`src/design/acl_defines.vh`:
```
// Register map, field positions, reset values and attenuation constants for the clip block.
`ifndef ACL_DEFINES_VH
`define ACL_DEFINES_VH
// ----------------------------------------------------------------
// Register addresses
// ----------------------------------------------------------------
`define ACL_ADDR_RISE_EN 4'h2
`define ACL_ADDR_FALL_EN 4'h3
`define ACL_ADDR_IRQ_STAT 4'h4
`define ACL_ADDR_CTRL_B 4'h8
// ----------------------------------------------------------------
// Field positions
// ----------------------------------------------------------------
`define ACL_BIT_CLIP_IRQ 15
`define ACL_BIT_CLIP_FLAG 13
`define ACL_BIT_CLIP_CLR 12
`define ACL_ATTEN_MSB 4
`define ACL_ATTEN_W 5
// ----------------------------------------------------------------
// Reset values and attenuation figures
// ----------------------------------------------------------------
`define ACL_RST_ATTEN 5'h00
`define ACL_RST_DATA 16'h0000
`define ACL_ATTEN_STEP_DB 3
`define ACL_ATTEN_MAX_DB 69
`define ACL_ATTEN_MAX_IDX 5'h17
`define ACL_ANALOG_STEPS 8
`define ACL_DIGITAL_STEP_DB 24
`endif

```
`src/design/acl_clip_irq_atten.v`:
```
// Clip status, clip edge interrupts and output attenuation split for the audio codec.
`timescale 1ns/1ps
// Notes on behaviour
// Clip flag sets whenever the synchronised clip-detect input is high.
// Clip flag clears only on a written zero-to-one transition of the clear bit.
// Rising clip edge raises the interrupt when the rise enable is set.
// Pending clip interrupt reads as bit 15 of the status register at 0x4.
// Falling clip edge raises the interrupt when the fall enable is set.
// Attenuation runs in 3 dB steps down to 69 dB.
// Steps 0 to 7 are analog only; the digital path stays unattenuated.
// Digital path offers 24 dB and 48 dB settings combined with analog steps.
// Clip flag stays set after the clip ends until the clear transition.
// Step index 0..23: analog part is index mod 8, digital 24 dB per 8.
module acl_clip_irq_atten (
  // Clock and reset
  input wire REF_CLK_I,
  input wire RST_I,
  // Clip detector, asynchronous to the clock
  input wire CLIP_DET_I,
  // Register port
  input wire REG_WE_I,
  input wire [3:0] REG_ADDR_I,
  input wire [15:0] REG_WDATA_I,
  output reg [15:0] REG_RDATA_O,
  // Interrupt output pin
  output wire IRQ_O,
  // Attenuation controls
  output reg [2:0] ANALOG_ATTEN_O,
  output reg [1:0] DIGITAL_ATTEN_O
);
`include "acl_defines.vh"

  // ----------------------------------------------------------------
  // Clip detect synchroniser and edge detection
  // ----------------------------------------------------------------
  reg clip_meta_q;
  reg clip_sync_q;
  reg clip_prev_q;
  wire clip_rise;
  wire clip_fall;

  always @(posedge REF_CLK_I) begin
    if (RST_I) begin
      clip_meta_q <= 1'b0;
      clip_sync_q <= 1'b0;
      clip_prev_q <= 1'b0;
    end else begin
      clip_meta_q <= CLIP_DET_I;
      clip_sync_q <= clip_meta_q;
      clip_prev_q <= clip_sync_q;
    end
  end

  assign clip_rise = clip_sync_q & ~clip_prev_q;
  assign clip_fall = ~clip_sync_q & clip_prev_q;

  // ----------------------------------------------------------------
  // Register writes
  // ----------------------------------------------------------------
  reg clip_rise_irq_enable_q;
  reg clip_fall_irq_enable_q;
  reg clip_flag_clear_q;
  reg [4:0] atten_q;
  reg [4:0] atten_d;

  // ----------------------------------------------------------------
  // Register write decode
  // ----------------------------------------------------------------
  wire wr_rise_en;
  wire wr_fall_en;
  wire wr_ctrl_b;
  wire wr_stat;
  wire clear_edge;

  assign wr_rise_en = REG_WE_I && (REG_ADDR_I == `ACL_ADDR_RISE_EN);
  assign wr_fall_en = REG_WE_I && (REG_ADDR_I == `ACL_ADDR_FALL_EN);
  assign wr_ctrl_b = REG_WE_I && (REG_ADDR_I == `ACL_ADDR_CTRL_B);
  assign wr_stat = REG_WE_I && (REG_ADDR_I == `ACL_ADDR_IRQ_STAT);
  assign clear_edge = wr_ctrl_b && REG_WDATA_I[`ACL_BIT_CLIP_CLR] && !clip_flag_clear_q;

  always @* begin
    atten_d = REG_WDATA_I[`ACL_ATTEN_MSB:0];
    if (atten_d > `ACL_ATTEN_MAX_IDX) begin
      atten_d = `ACL_ATTEN_MAX_IDX;
    end
  end

  always @(posedge REF_CLK_I) begin
    if (RST_I) begin
      clip_rise_irq_enable_q <= 1'b0;
      clip_fall_irq_enable_q <= 1'b0;
      clip_flag_clear_q <= 1'b0;
      atten_q <= `ACL_RST_ATTEN;
    end else begin
      if (wr_rise_en) begin
        clip_rise_irq_enable_q <= REG_WDATA_I[`ACL_BIT_CLIP_IRQ];
      end
      if (wr_fall_en) begin
        clip_fall_irq_enable_q <= REG_WDATA_I[`ACL_BIT_CLIP_IRQ];
      end
      if (wr_ctrl_b) begin
        clip_flag_clear_q <= REG_WDATA_I[`ACL_BIT_CLIP_CLR];
        atten_q <= atten_d;
      end
    end
  end

  // ----------------------------------------------------------------
  // Clip status flag
  // ----------------------------------------------------------------
  reg clip_flag_q;
  reg clip_flag_d;

  // Set wins over the clear transition while the clip input stays high.
  always @* begin
    clip_flag_d = clip_flag_q;
    if (clip_sync_q) begin
      clip_flag_d = 1'b1;
    end else if (clear_edge) begin
      clip_flag_d = 1'b0;
    end
  end

  always @(posedge REF_CLK_I) begin
    if (RST_I) begin
      clip_flag_q <= 1'b0;
    end else begin
      clip_flag_q <= clip_flag_d;
    end
  end

  // ----------------------------------------------------------------
  // Clip interrupt
  // ----------------------------------------------------------------
  reg clip_irq_pending_q;
  reg clip_irq_pending_d;
  wire irq_event;
  wire irq_clear;

  assign irq_event = (clip_rise && clip_rise_irq_enable_q) ||
                     (clip_fall && clip_fall_irq_enable_q);
  assign irq_clear = wr_stat && REG_WDATA_I[`ACL_BIT_CLIP_IRQ];

  // An enabled edge in the same cycle as the status clear keeps the interrupt pending.
  always @* begin
    clip_irq_pending_d = clip_irq_pending_q;
    if (irq_event) begin
      clip_irq_pending_d = 1'b1;
    end else if (irq_clear) begin
      clip_irq_pending_d = 1'b0;
    end
  end

  always @(posedge REF_CLK_I) begin
    if (RST_I) begin
      clip_irq_pending_q <= 1'b0;
    end else begin
      clip_irq_pending_q <= clip_irq_pending_d;
    end
  end

  assign IRQ_O = clip_irq_pending_q;

  // ----------------------------------------------------------------
  // Attenuation split
  // ----------------------------------------------------------------
  reg [2:0] analog_atten_d;
  reg [1:0] digital_atten_d;

  // Indices 0 to 7 leave the digital path at 0 dB; each further 8 adds 24 dB there.
  always @* begin
    analog_atten_d = atten_q[2:0];
    digital_atten_d = atten_q[4:3];
  end

  always @(posedge REF_CLK_I) begin
    if (RST_I) begin
      ANALOG_ATTEN_O <= 3'h0;
      DIGITAL_ATTEN_O <= 2'h0;
    end else begin
      ANALOG_ATTEN_O <= analog_atten_d;
      DIGITAL_ATTEN_O <= digital_atten_d;
    end
  end

  // ----------------------------------------------------------------
  // Register reads
  // ----------------------------------------------------------------
  reg [15:0] rdata_d;

  always @* begin
    rdata_d = `ACL_RST_DATA;
    case (REG_ADDR_I)
      `ACL_ADDR_RISE_EN: begin
        rdata_d[`ACL_BIT_CLIP_IRQ] = clip_rise_irq_enable_q;
      end
      `ACL_ADDR_FALL_EN: begin
        rdata_d[`ACL_BIT_CLIP_IRQ] = clip_fall_irq_enable_q;
      end
      `ACL_ADDR_IRQ_STAT: begin
        rdata_d[`ACL_BIT_CLIP_IRQ] = clip_irq_pending_q;
      end
      `ACL_ADDR_CTRL_B: begin
        rdata_d[`ACL_BIT_CLIP_FLAG] = clip_flag_q;
        rdata_d[`ACL_BIT_CLIP_CLR] = clip_flag_clear_q;
        rdata_d[`ACL_ATTEN_MSB:0] = atten_q;
      end
      default: begin
        rdata_d = `ACL_RST_DATA;
      end
    endcase
  end

  // ----------------------------------------------------------------
  // Read data register
  // ----------------------------------------------------------------
  always @(posedge REF_CLK_I) begin
    if (RST_I) begin
      REG_RDATA_O <= `ACL_RST_DATA;
    end else begin
      REG_RDATA_O <= rdata_d;
    end
  end

endmodule

```
`config.mk`:
```
export PLATFORM = sky130hd
export DESIGN_NAME = acl_clip_irq_atten
export DESIGN_NICKNAME = d
export VERILOG_FILES = /design/src/design/acl_clip_irq_atten.v
export VERILOG_INCLUDE_DIRS = /design/src /design/src/design
export SDC_FILE = /design/constraint.sdc
export NUM_CORES = 1
export LEC_CHECK = 0
export BUFFER_PORTS_ARGS = -buffer_cell sky130_fd_sc_hd__buf_2
export CAP_MARGIN = 20
export CORE_MARGIN = 3
export CORE_UTILIZATION = 24
export CTS_CLUSTER_SIZE = 12
export DETAILED_ROUTE_END_ITERATION = 7
export REMOVE_ABC_BUFFERS = 1
export SLEW_MARGIN = 20
export SYNTH_ARGS = -nofsm -noshare
export SYNTH_HDL_FRONTEND = slang
export SYNTH_SLANG_ARGS = --single-unit
```
`constraint.sdc`:
```
create_clock -name REF_CLK_I -period 1.8 [get_ports REF_CLK_I]
set_input_delay 0.09 -clock REF_CLK_I [delete_from_list [all_inputs] [get_ports REF_CLK_I]]
set_output_delay 0.09 -clock REF_CLK_I [all_outputs]
set_load 0.02 [all_outputs]
```
# Word level (Yosys, flattened, before mapping)
# Cells that the tools add are included.
# word_totals
ff_bits,34
in_bits,24
out_inout_bits,22
# op_classes
n_lt_le_gt_ge,1
n_eq_ne,4
bitwise_logic,5
muxes,6
n_reduce_logical,14
# ops
operator,count
1-bit logical AND,9
4-bit by 2-bit == test with 1-bit output (second input constant),2
5-bit greater-than comparator (second input constant),1
5-bit 2-to-1 mux,1
4-bit by 3-bit == test with 1-bit output (second input constant),1
4-bit == test (second input constant),1
1-bit 2-to-1 mux,4
2-bit nonzero test,2
1-bit NOT,3
1-bit case mux with 3 select lines,1
1-bit AND,2
2-bit OR reduction,1
1-bit logical NOT,1
1-bit logical OR,1

# Logic depth before layout (Yosys ltp)
# Gate-level depths: netlist of the first run.
# logic_depth
depth_word,6
depth_mapped,4
depth_no_buf,3

# Worst setup path after synthesis of the first run
# Ideal clock, no wire load.
# synth_path
kind,in2reg
startpoint,in REG_ADDR_I[0]
endpoint,reg atten_q[1]
stages,4
setup_ns,0.132
arrival_ns,0.990
path_slack_ns,0.678
path_buffers,1
path_cell_list,or4b_4 -> buf_6 -> o21ai_1 -> o41ai_2
# synth_via
elab_chain_cells,2
# synth_rtl
item,line_no,rtl
from (decl),acl_clip_irq_atten.v:22,"input wire [3:0] REG_ADDR_I,"
4-bit == test,--,
1-bit logical AND,acl_clip_irq_atten.v:77,assign wr_ctrl_b = REG_WE_I && (REG_ADDR_I == `ACL_ADDR_CTRL_B);
to (signal assigned),acl_clip_irq_atten.v:93,atten_q <= `ACL_RST_ATTEN;
to (signal assigned),acl_clip_irq_atten.v:103,atten_q <= atten_d;
to (decl),acl_clip_irq_atten.v:63,reg [4:0] atten_q;
# No other way between the ends.
# A chain may end at the register's enable or synchronous reset.

# Final worst setup path of the first run
# layout_path
startpoint,in REG_ADDR_I[0]
endpoint,reg clip_flag_clear_q
# layout_via
elab_chain_cells,2
# layout_rtl
item,line_no,rtl
4-bit == test,--,
1-bit logical AND,acl_clip_irq_atten.v:77,
to (signal assigned),acl_clip_irq_atten.v:102,clip_flag_clear_q <= REG_WDATA_I[`ACL_BIT_CLIP_CLR];
to (decl),acl_clip_irq_atten.v:62,reg clip_flag_clear_q;
# No other way between the ends.

==> impl_metrics.yaml, run 1 <==
cts:
  holdBufCountCts: 0
  cts_sinks: 26
  path_clk_slew_ps: 90
  cts_buffers: 3
  clk-insertion-delay-late_ps: 260
  root_buffer: "clkbuf_8"
  cts_max_path_buffers: 2
  cts-resized-gates: 0
  postCtsSetupBuffers: 0
  h-tree-depth: 1
  cts_tree: "yes"
timing:
  min_period_over_period_pct: 60.9
  fmax_ghz: 0.913
  hold_violations: 0
  fin_tns_setup_ps: 0
  hold_slack_ps: 10.1
  finalCriticalPeriod_ps: 1100
  finClkSkew_ps: 1.79
  drv_slew: 0
  setup-violations-final: 0
  grt_setup_unrepaired: "no"
logic_synthesis:
  async_flop_share_pct: 0
  synth.area.mux_share_pct: 3.88
  syn_inst: 99
  synth_xor_area_share_pct: 0
  synth_edf_count: 0
  yosysUniqueCellTypes: 28
  postSynth.topFlopCell: "dfxtp_1"
  syn_area_mm2: 0.00103
  synth_top_cells_by_area: "dfxtp_1 50%, o41ai_2 6.3%, buf_4 5.8%"
  synth_fa_ha_area_share_pct: 0
  netlist.top_cell.by_area: "dfxtp_1"
  synth_top_family_by_area: "simple AND/OR/NAND/NOR gates"
  avgSynthCellArea_um2: 10.4
  yosysTopAreaCellShare_pct: 50.5
  synth_compound_area_share_pct: 13.7
  synth-simple-area-share_pct: 22.5
  yosysWarnings: 0
  yosys_register_bits: 26
  yosysSeqAreaShare_pct: 50.5
die:
  rows: 23
  dieWidth_um: 71.5
  die_h_um: 71.5
  design.portCount: 46
  initial_utilization_pct: 25.2
  coreArea_mm2: 0.00409
  dieArea_mm2: 0.00512
job:
  drv_cap: 0
final_layout:
  layout_commonest_cell: "buf_2"
  fin_util_pct: 30.6
  layout.nets: 152
  drive_gt1_share_pct: 32.3
  final_cell_mix: "28 x buf_2, 26 x dfxtp_1, 8 x nor2b_1, 8 x conb_1, 7 x nand2b_1"
  area_delta_synth_final_pct: 21.5
  antennaDiodeCount: 0
setup_path:
  crit_type: "in2reg"
  arrival_ps: 1290
  r2r_slack_ps: 910
  crit_buf_inv: 1
  path_cells: "buf_2, or4b_4, nor2_2, mux2i_1"
  crit_required_ps: 2000
  r2r_start: "IRQ_O"
  crit_path_end_kind: "flip-flop"
  cp.depth: 4
  cpMaxStageDelayCell: "or4b_4"
  cpPeakStageDelay_ps: 650
  start_kind: "primary input"
  r2r_cells: 3
  r2r_end: "REG_RDATA_O[15]"
  crit_path_max_fanout: 11
  crit_family: "simple AND/OR/NAND/NOR gates"
route:
  routed_via_density: 4.33
  antenna_left: 0
  drt_first_iter_violations: 28
  drc: 0
  dr.pass1.iters: 2
  drt_wl_total_um: 1840
  vias: 767
  wl_per_cell_um: 10.4
placement:
  portBuffers: 28
  dp_hpwl_um: 1440
  place_congestion: 0.722
pwr:
  peakVddDrop_mv: 0.253
  p_leak_nw: 0.556
  power.density_mw_per_mm2: 908
worst_hold_path:
  hp-start: "REG_ADDR_I[3]"
  whs_endpoint: "REG_RDATA_O[15]"
  holdPathStages: 2
  min_path_type: "in2reg"
outcome:
  status: "finished, final reports clean"
global_route:
  grt_pass1_vias: 766
  gr-usage-all-layers_pct: 7.61
  grt_overflow: 0
  antenna_found_initial: 0
  grt_max_degree: 23
  grt_pass1_wl_um: 3230
-- registers in the layout, indices dropped and copies added, names as in the netlist --
signal and flops:
ANALOG_ATTEN_O 3, clip_prev_q 1, REG_RDATA_O 8, clip_meta_q 1, clip_flag_q 1, IRQ_O 1, clip_flag_clear_q 1, DIGITAL_ATTEN_O 2
atten_q 5, clip_fall_irq_enable_q 1, clip_sync_q 1, clip_rise_irq_enable_q 1
-- cells by family after synthesis --
family / after synthesis
and+or+nand+nor: 36
DFF: 26
AOI/OAI and AO/OA: 17
buffers and inverters: 15
muxes: 4
other: 1
-- worst max-delay path by stage --
stage / from / to / slack [ps]
floorplan: REG_ADDR_I[0] / atten_q[3] / 670
global placement: REG_ADDR_I[0] / atten_q[3] / 450
detailed placement: REG_ADDR_I[0] / clip_flag_clear_q / 420
CTS: REG_ADDR_I[0] / clip_flag_clear_q / 700
global route: REG_ADDR_I[0] / atten_q[3] / 640
finish: REG_ADDR_I[0] / clip_flag_clear_q / 700
-- synthesized netlist by cell type (all sizes together) (3+ instances only) --
cell type / count
mux2i: 4
nor2: 6
a21oi: 4
nor2b: 8
nand2b: 7
buf: 11
o41ai: 4
and2: 6
o21ai: 5
nand2: 3
dfxtp: 26
inv: 4
-- per-layer routing --
metal | global-route usage [%] | up-vias | routed length [µm]
li1 | - | 376 | -
met1 | 8.19 | 363 | 730
met2 | 14.5 | 26 | 925
met3 | 1.68 | 2 | 170
met4 | 2.51 | 0 | 10
met5 | 0 | - | 0
-- stage by stage --
stage / instances / power, mW / instance area, µm² / setup WS (ps)
2_1_floorplan: 95 / 0.643 / 978 / 672
3_3_place_gp: 173 / 0.677 / 1180 / 454
3_5_place_dp: 173 / 0.680 / 1180 / 423
4_1_cts: 177 / 1.15 / 1250 / 701
5_1_grt: 177 / 1.18 / 1250 / 636
6_report: 177 / 1.14 / 1250 / 704
-- layout make-up --
cell class,count,area (µm²)
Tap cell,50,62.6
Clock buffer,3,41.3
Timing Repair Buffer,28,140
Clock inverter,1,30.0
Multi-Input combinational cell,65,443
Inverter,4,15.0
Sequential cell,26,520
Fill cell,444,2830
-- where the power goes --
group / switching [mW] / internal (mW) / leakage [nW] / total, mW
Sequential: 0.00332 / 0.582 / 0.210 / 0.585
Clock: 0.174 / 0.297 / 0.0357 / 0.471
Combinational: 0.0534 / 0.0270 / 0.310 / 0.0804
Note: power is estimated with default switching activity, not from simulation.
==> run 2, diff against run 1 <==
clock period = 1.05 ns   (was 1.8 ns; I/O delays follow)
==> impl_metrics.yaml, run 2 (synthesis gave the netlist of run 1 again) <==
die:
  dieWidth_um: 71.5
  initial_utilization_pct: 25.2
  rows: 23
  design.portCount: 46
  dieArea_mm2: 0.00512
  coreArea_mm2: 0.00409
  die_h_um: 71.5
route:
  drt_first_iter_violations: 58
  antenna_left: 0
  drt_wl_total_um: 1880
  routed_via_density: 4.17
  dr.pass1.iters: 2
  drc: 0
  wl_per_cell_um: 10.3
  vias: 764
timing:
  setup-violations-final: 0
  finalCriticalPeriod_ps: 1010
  finClkSkew_ps: 4.05
  fin_ws_ps: 44.1
  grt_setup_unrepaired: "no"
  hold_violations: 0
  drv_slew: 0
  fmax_ghz: 0.994
  fin_tns_setup_ps: 0
  min_period_over_period_pct: 95.8
pwr:
  seq_power_share_pct: 56.2
  p_sw_share_pct: 22.0
  cell_internal_pwr_mw: 1.39
  clockPowerShare_pct: 35.0
  peakVddDrop_mv: 0.498
  combPwrFrac_pct: 8.7
  total_power_mw: 1.78
  p_leak_nw: 0.577
  power.density_mw_per_mm2: 1390
  power_switching_uw: 392
setup_path:
  crit_required_ps: 1250
  r2r_cells: 3
  crit_path_max_fanout: 11
  crit_type: "in2reg"
  r2r_slack_ps: 170
  crit_path_end_kind: "flip-flop"
  start_kind: "primary input"
  arrival_ps: 1200
outcome:
  status: "finished, final reports clean"
final_layout:
  drive_gt1_share_pct: 34.6
  largestRegisters: "REG_RDATA_O (8), atten_q (5), ANALOG_ATTEN_O (3)"
  top_register: "REG_RDATA_O"
  largest_register_ffs: 8
  fin_cells: 183
  multiInputGateArea_um2: 443
  layout.nets: 158
  layout_commonest_cell: "buf_2"
  final_cell_mix: "28 x buf_2, 26 x dfxtp_1, 8 x nor2b_1, 8 x conb_1, 7 x nand2b_1"
  ff_latch_area_um2: 520
  fill_cells: 431
  area_delta_synth_final_pct: 24.5
  antennaDiodeCount: 0
  fin_util_pct: 31.4
cts:
  cts_max_path_buffers: 2
  cts_buffers: 3
  path_clk_slew_ps: 80
  cts_sinks: 26
  clk-insertion-delay-late_ps: 260
  h-tree-depth: 1
  root_buffer: "clkbuf_8"
  cts_tree: "yes"
global_route:
  antenna_found_initial: 0
  grt_pass1_wl_um: 3080
  grt_overflow: 0
  grt_max_degree: 23
  grt_pass1_vias: 703
  gr-usage-all-layers_pct: 7.61
placement:
  place_congestion: 0.730
  dpl.cell_count: 178
  dp_hpwl_um: 1470
  portBuffers: 28
  place_ws_ps: -231
job:
  drv_cap: 0
worst_hold_path:
  holdPathStages: 2
  min_path_type: "in2reg"
run 2: changes by cell type in the layout (fill, tap and decap cells not counted):
cell | previous run | this run
bufinv_16 | 1 | 0
clkbuf_8 | 3 | 4
dlygate4sd3_1 | 0 | 1
buf_4 | 0 | 5
run 2: final timing paths:
kind	start	to
worst max-delay path	REG_ADDR_I[0]	atten_q[3]
worst min-delay path	CLIP_DET_I	clip_meta_q
worst max register to register	IRQ_O	REG_RDATA_O[15]
worst min register to register	clip_meta_q	clip_sync_q
run 2: layout make-up:
type                    instances  area share (%)
inverters                       4            1.17
repair buffers                 34            14.6
well taps                      50            4.87
multi-input cells              65            34.5
clock buffers                   4            4.29
flip-flops and latches         26            40.5
run 2: critical path, stage by stage:
cell     delay, ps
buf_2          110
or4b_4         640
nor2_2         210
mux2i_1        190
run 2: power groups by stage:
stage                     registers [mW]  logic, mW  clock network, mW
after floorplan                     1.03     0.0737                  0
after global placement              1.03      0.148                  0
after detailed placement            1.03      0.153                  0
after CTS                           1.00      0.156              0.655
after global routing                1.01      0.171              0.690
final                               1.00      0.156              0.625
run 2: routing by layer:
layer	GRT usage [%]	up-vias	wire length [µm]
met4	3.76	0	11
met5	0	-	0
met2	12.4	26	878
met3	2.38	2	157
met1	8.99	345	829
li1	-	391	-
run 2: timing repair:
item | 4_1_cts | 5_1_grt
buffers inserted | 0 | 0
hold endpoints to repair | 1 | 0
hold buffers | 1 | 0
gates resized for setup | 0 | 0
run 2: stage by stage:
step                      cell area, µm²  hold slack (ps)
final                               1280             13.2
after CTS                           1280             15.3
after detailed placement            1220              279
after floorplan                      978              122
after global routing                1280             41.8
after global placement              1220              266
==> run 3, diff against run 2 <==
==> constraint.sdc (replaced) <==
create_clock -name REF_CLK_I -period 1.05 [get_ports REF_CLK_I]
set_input_delay 0 -clock REF_CLK_I [delete_from_list [all_inputs] [get_ports REF_CLK_I]]
set_output_delay 0 -clock REF_CLK_I [all_outputs]
set_load 0.02 [all_outputs]
==> impl_metrics.yaml, run 3 (synthesis gave the netlist of run 1 again) <==
outcome:
  status: "finished, final reports clean"
setup_path:
  path_cells: "buf_2, or4b_4, nor2_2, mux2i_1"
  crit_required_ps: 1250
  crit_type: "in2reg"
  cpPeakStageDelay_ps: 640
  cp.depth: 4
  start_kind: "primary input"
  r2r_cells: 3
  arrival_ps: 1150
  cpMaxStageDelayCell: "or4b_4"
  crit_path_max_fanout: 11
  crit_path_end_kind: "flip-flop"
  crit_family: "simple AND/OR/NAND/NOR gates"
  crit_buf_inv: 1
timing:
  grt_setup_unrepaired: "no"
  hold_slack_ps: 35.0
  finalCriticalPeriod_ps: 951
  setup-violations-final: 0
  min_period_over_period_pct: 90.6
  fmax_ghz: 1.05
  finClkSkew_ps: 2.89
  hold_violations: 0
  drv_slew: 0
  fin_ws_ps: 99.1
route:
  drt_wl_total_um: 1900
  wl_per_cell_um: 10.3
  dr.pass1.iters: 2
  drt_first_iter_violations: 54
  vias: 766
  antenna_left: 0
  drc: 0
  routed_via_density: 4.14
cts:
  h-tree-depth: 1
  postCtsSetupBuffers: 0
  root_buffer: "clkbuf_8"
  cts_buffers: 3
  path_clk_slew_ps: 80
  cts_sinks: 26
  cts_tree: "yes"
  clk-insertion-delay-late_ps: 260
  cts_max_path_buffers: 2
placement:
  place_congestion: 0.730
  dp_hpwl_um: 1470
  portBuffers: 28
  place_ws_ps: -178
die:
  dieArea_mm2: 0.00512
  rows: 23
  dieWidth_um: 71.5
  initial_utilization_pct: 25.2
  die_h_um: 71.5
  design.portCount: 46
  coreArea_mm2: 0.00409
final_layout:
  top_register: "REG_RDATA_O"
  final_cell_mix: "28 x buf_2, 26 x dfxtp_1, 8 x nor2b_1, 8 x conb_1, 7 x nand2b_1"
  ff_latch_area_um2: 520
  largestRegisters: "REG_RDATA_O (8), atten_q (5), ANALOG_ATTEN_O (3)"
  layout_commonest_cell: "buf_2"
  fill_cells: 429
  layout.nets: 160
  antennaDiodeCount: 0
  area_delta_synth_final_pct: 26.5
  largest_register_ffs: 8
  multiInputGateArea_um2: 443
  drive_gt1_share_pct: 34.1
worst_hold_path:
  min_path_type: "in2reg"
  holdPathStages: 3
global_route:
  grt_overflow: 0
  antenna_found_initial: 0
  grt_pass1_vias: 721
  gr-usage-all-layers_pct: 7.70
  grt_pass1_wl_um: 3120
  grt_max_degree: 23
pwr:
  p_leak_nw: 0.586
  peakVddDrop_mv: 0.501
  power.density_mw_per_mm2: 1370
job:
  drv_cap: 0
[run 3: cell count changes in the layout (fill, tap and decap cells not counted), sizes merged]
cell / before / now
dlygate4sd3: 1 / 3
[run 3: power breakdown]
| part | internal (mW) | switching, mW | leakage [nW] |
|---|---|---|---|
| Combinational | 0.0652 | 0.0965 | 0.347 |
| Clock | 0.335 | 0.291 | 0.0288 |
| Sequential | 0.998 | 0.00581 | 0.210 |
[run 3: tightest hold or removal path: stages]
cell	delay [ps]
buf_2	130
inv_1	60
o41ai_2	70
[run 3: worst paths after layout]
kind | from | end | slack, ps
max reg2reg | IRQ_O | REG_RDATA_O[15] | 170
min | REG_WDATA_I[4] | atten_q[4] | 30
min reg2reg | clip_meta_q | clip_sync_q | 440
max | REG_ADDR_I[0] | atten_q[3] | 100
[run 3: metrics by stage]
step	area [µm²]	setup TNS (ps)	std cells	util (%)	power [mW]
3_3_place_gp	1220	-1180	178	29.8	1.17
6_report	1300	0	185	31.9	1.79
3_5_place_dp	1220	-1410	178	29.8	1.18
4_1_cts	1300	0	185	31.9	1.82
2_1_floorplan	978	0	95	-	1.10
5_1_grt	1300	0	185	31.9	1.87
[run 3: layout make-up]
cell class                 count  share of cell area (%)
multi-input combinational     65                    34.0
clock buffer                   4                    4.22
inverter                       4                    1.15
tap                           50                    4.80
timing repair buffer          36                    15.9
sequential                    26                    39.9
[run 3: per-layer routing]
metal  GRT usage (%)  vias to the layer above  wire (µm)
li1                -                      395          -
met1            8.90                      343        843
met2            12.9                       26        888
met3            2.38                        2        155
met4            3.76                        0         11
met5               0                        -          0
[run 3: timing repair]
action                                 CTS  global route
endpoints found under the hold margin    4             0
hold buffers                             3             0
resized for setup                        0             0
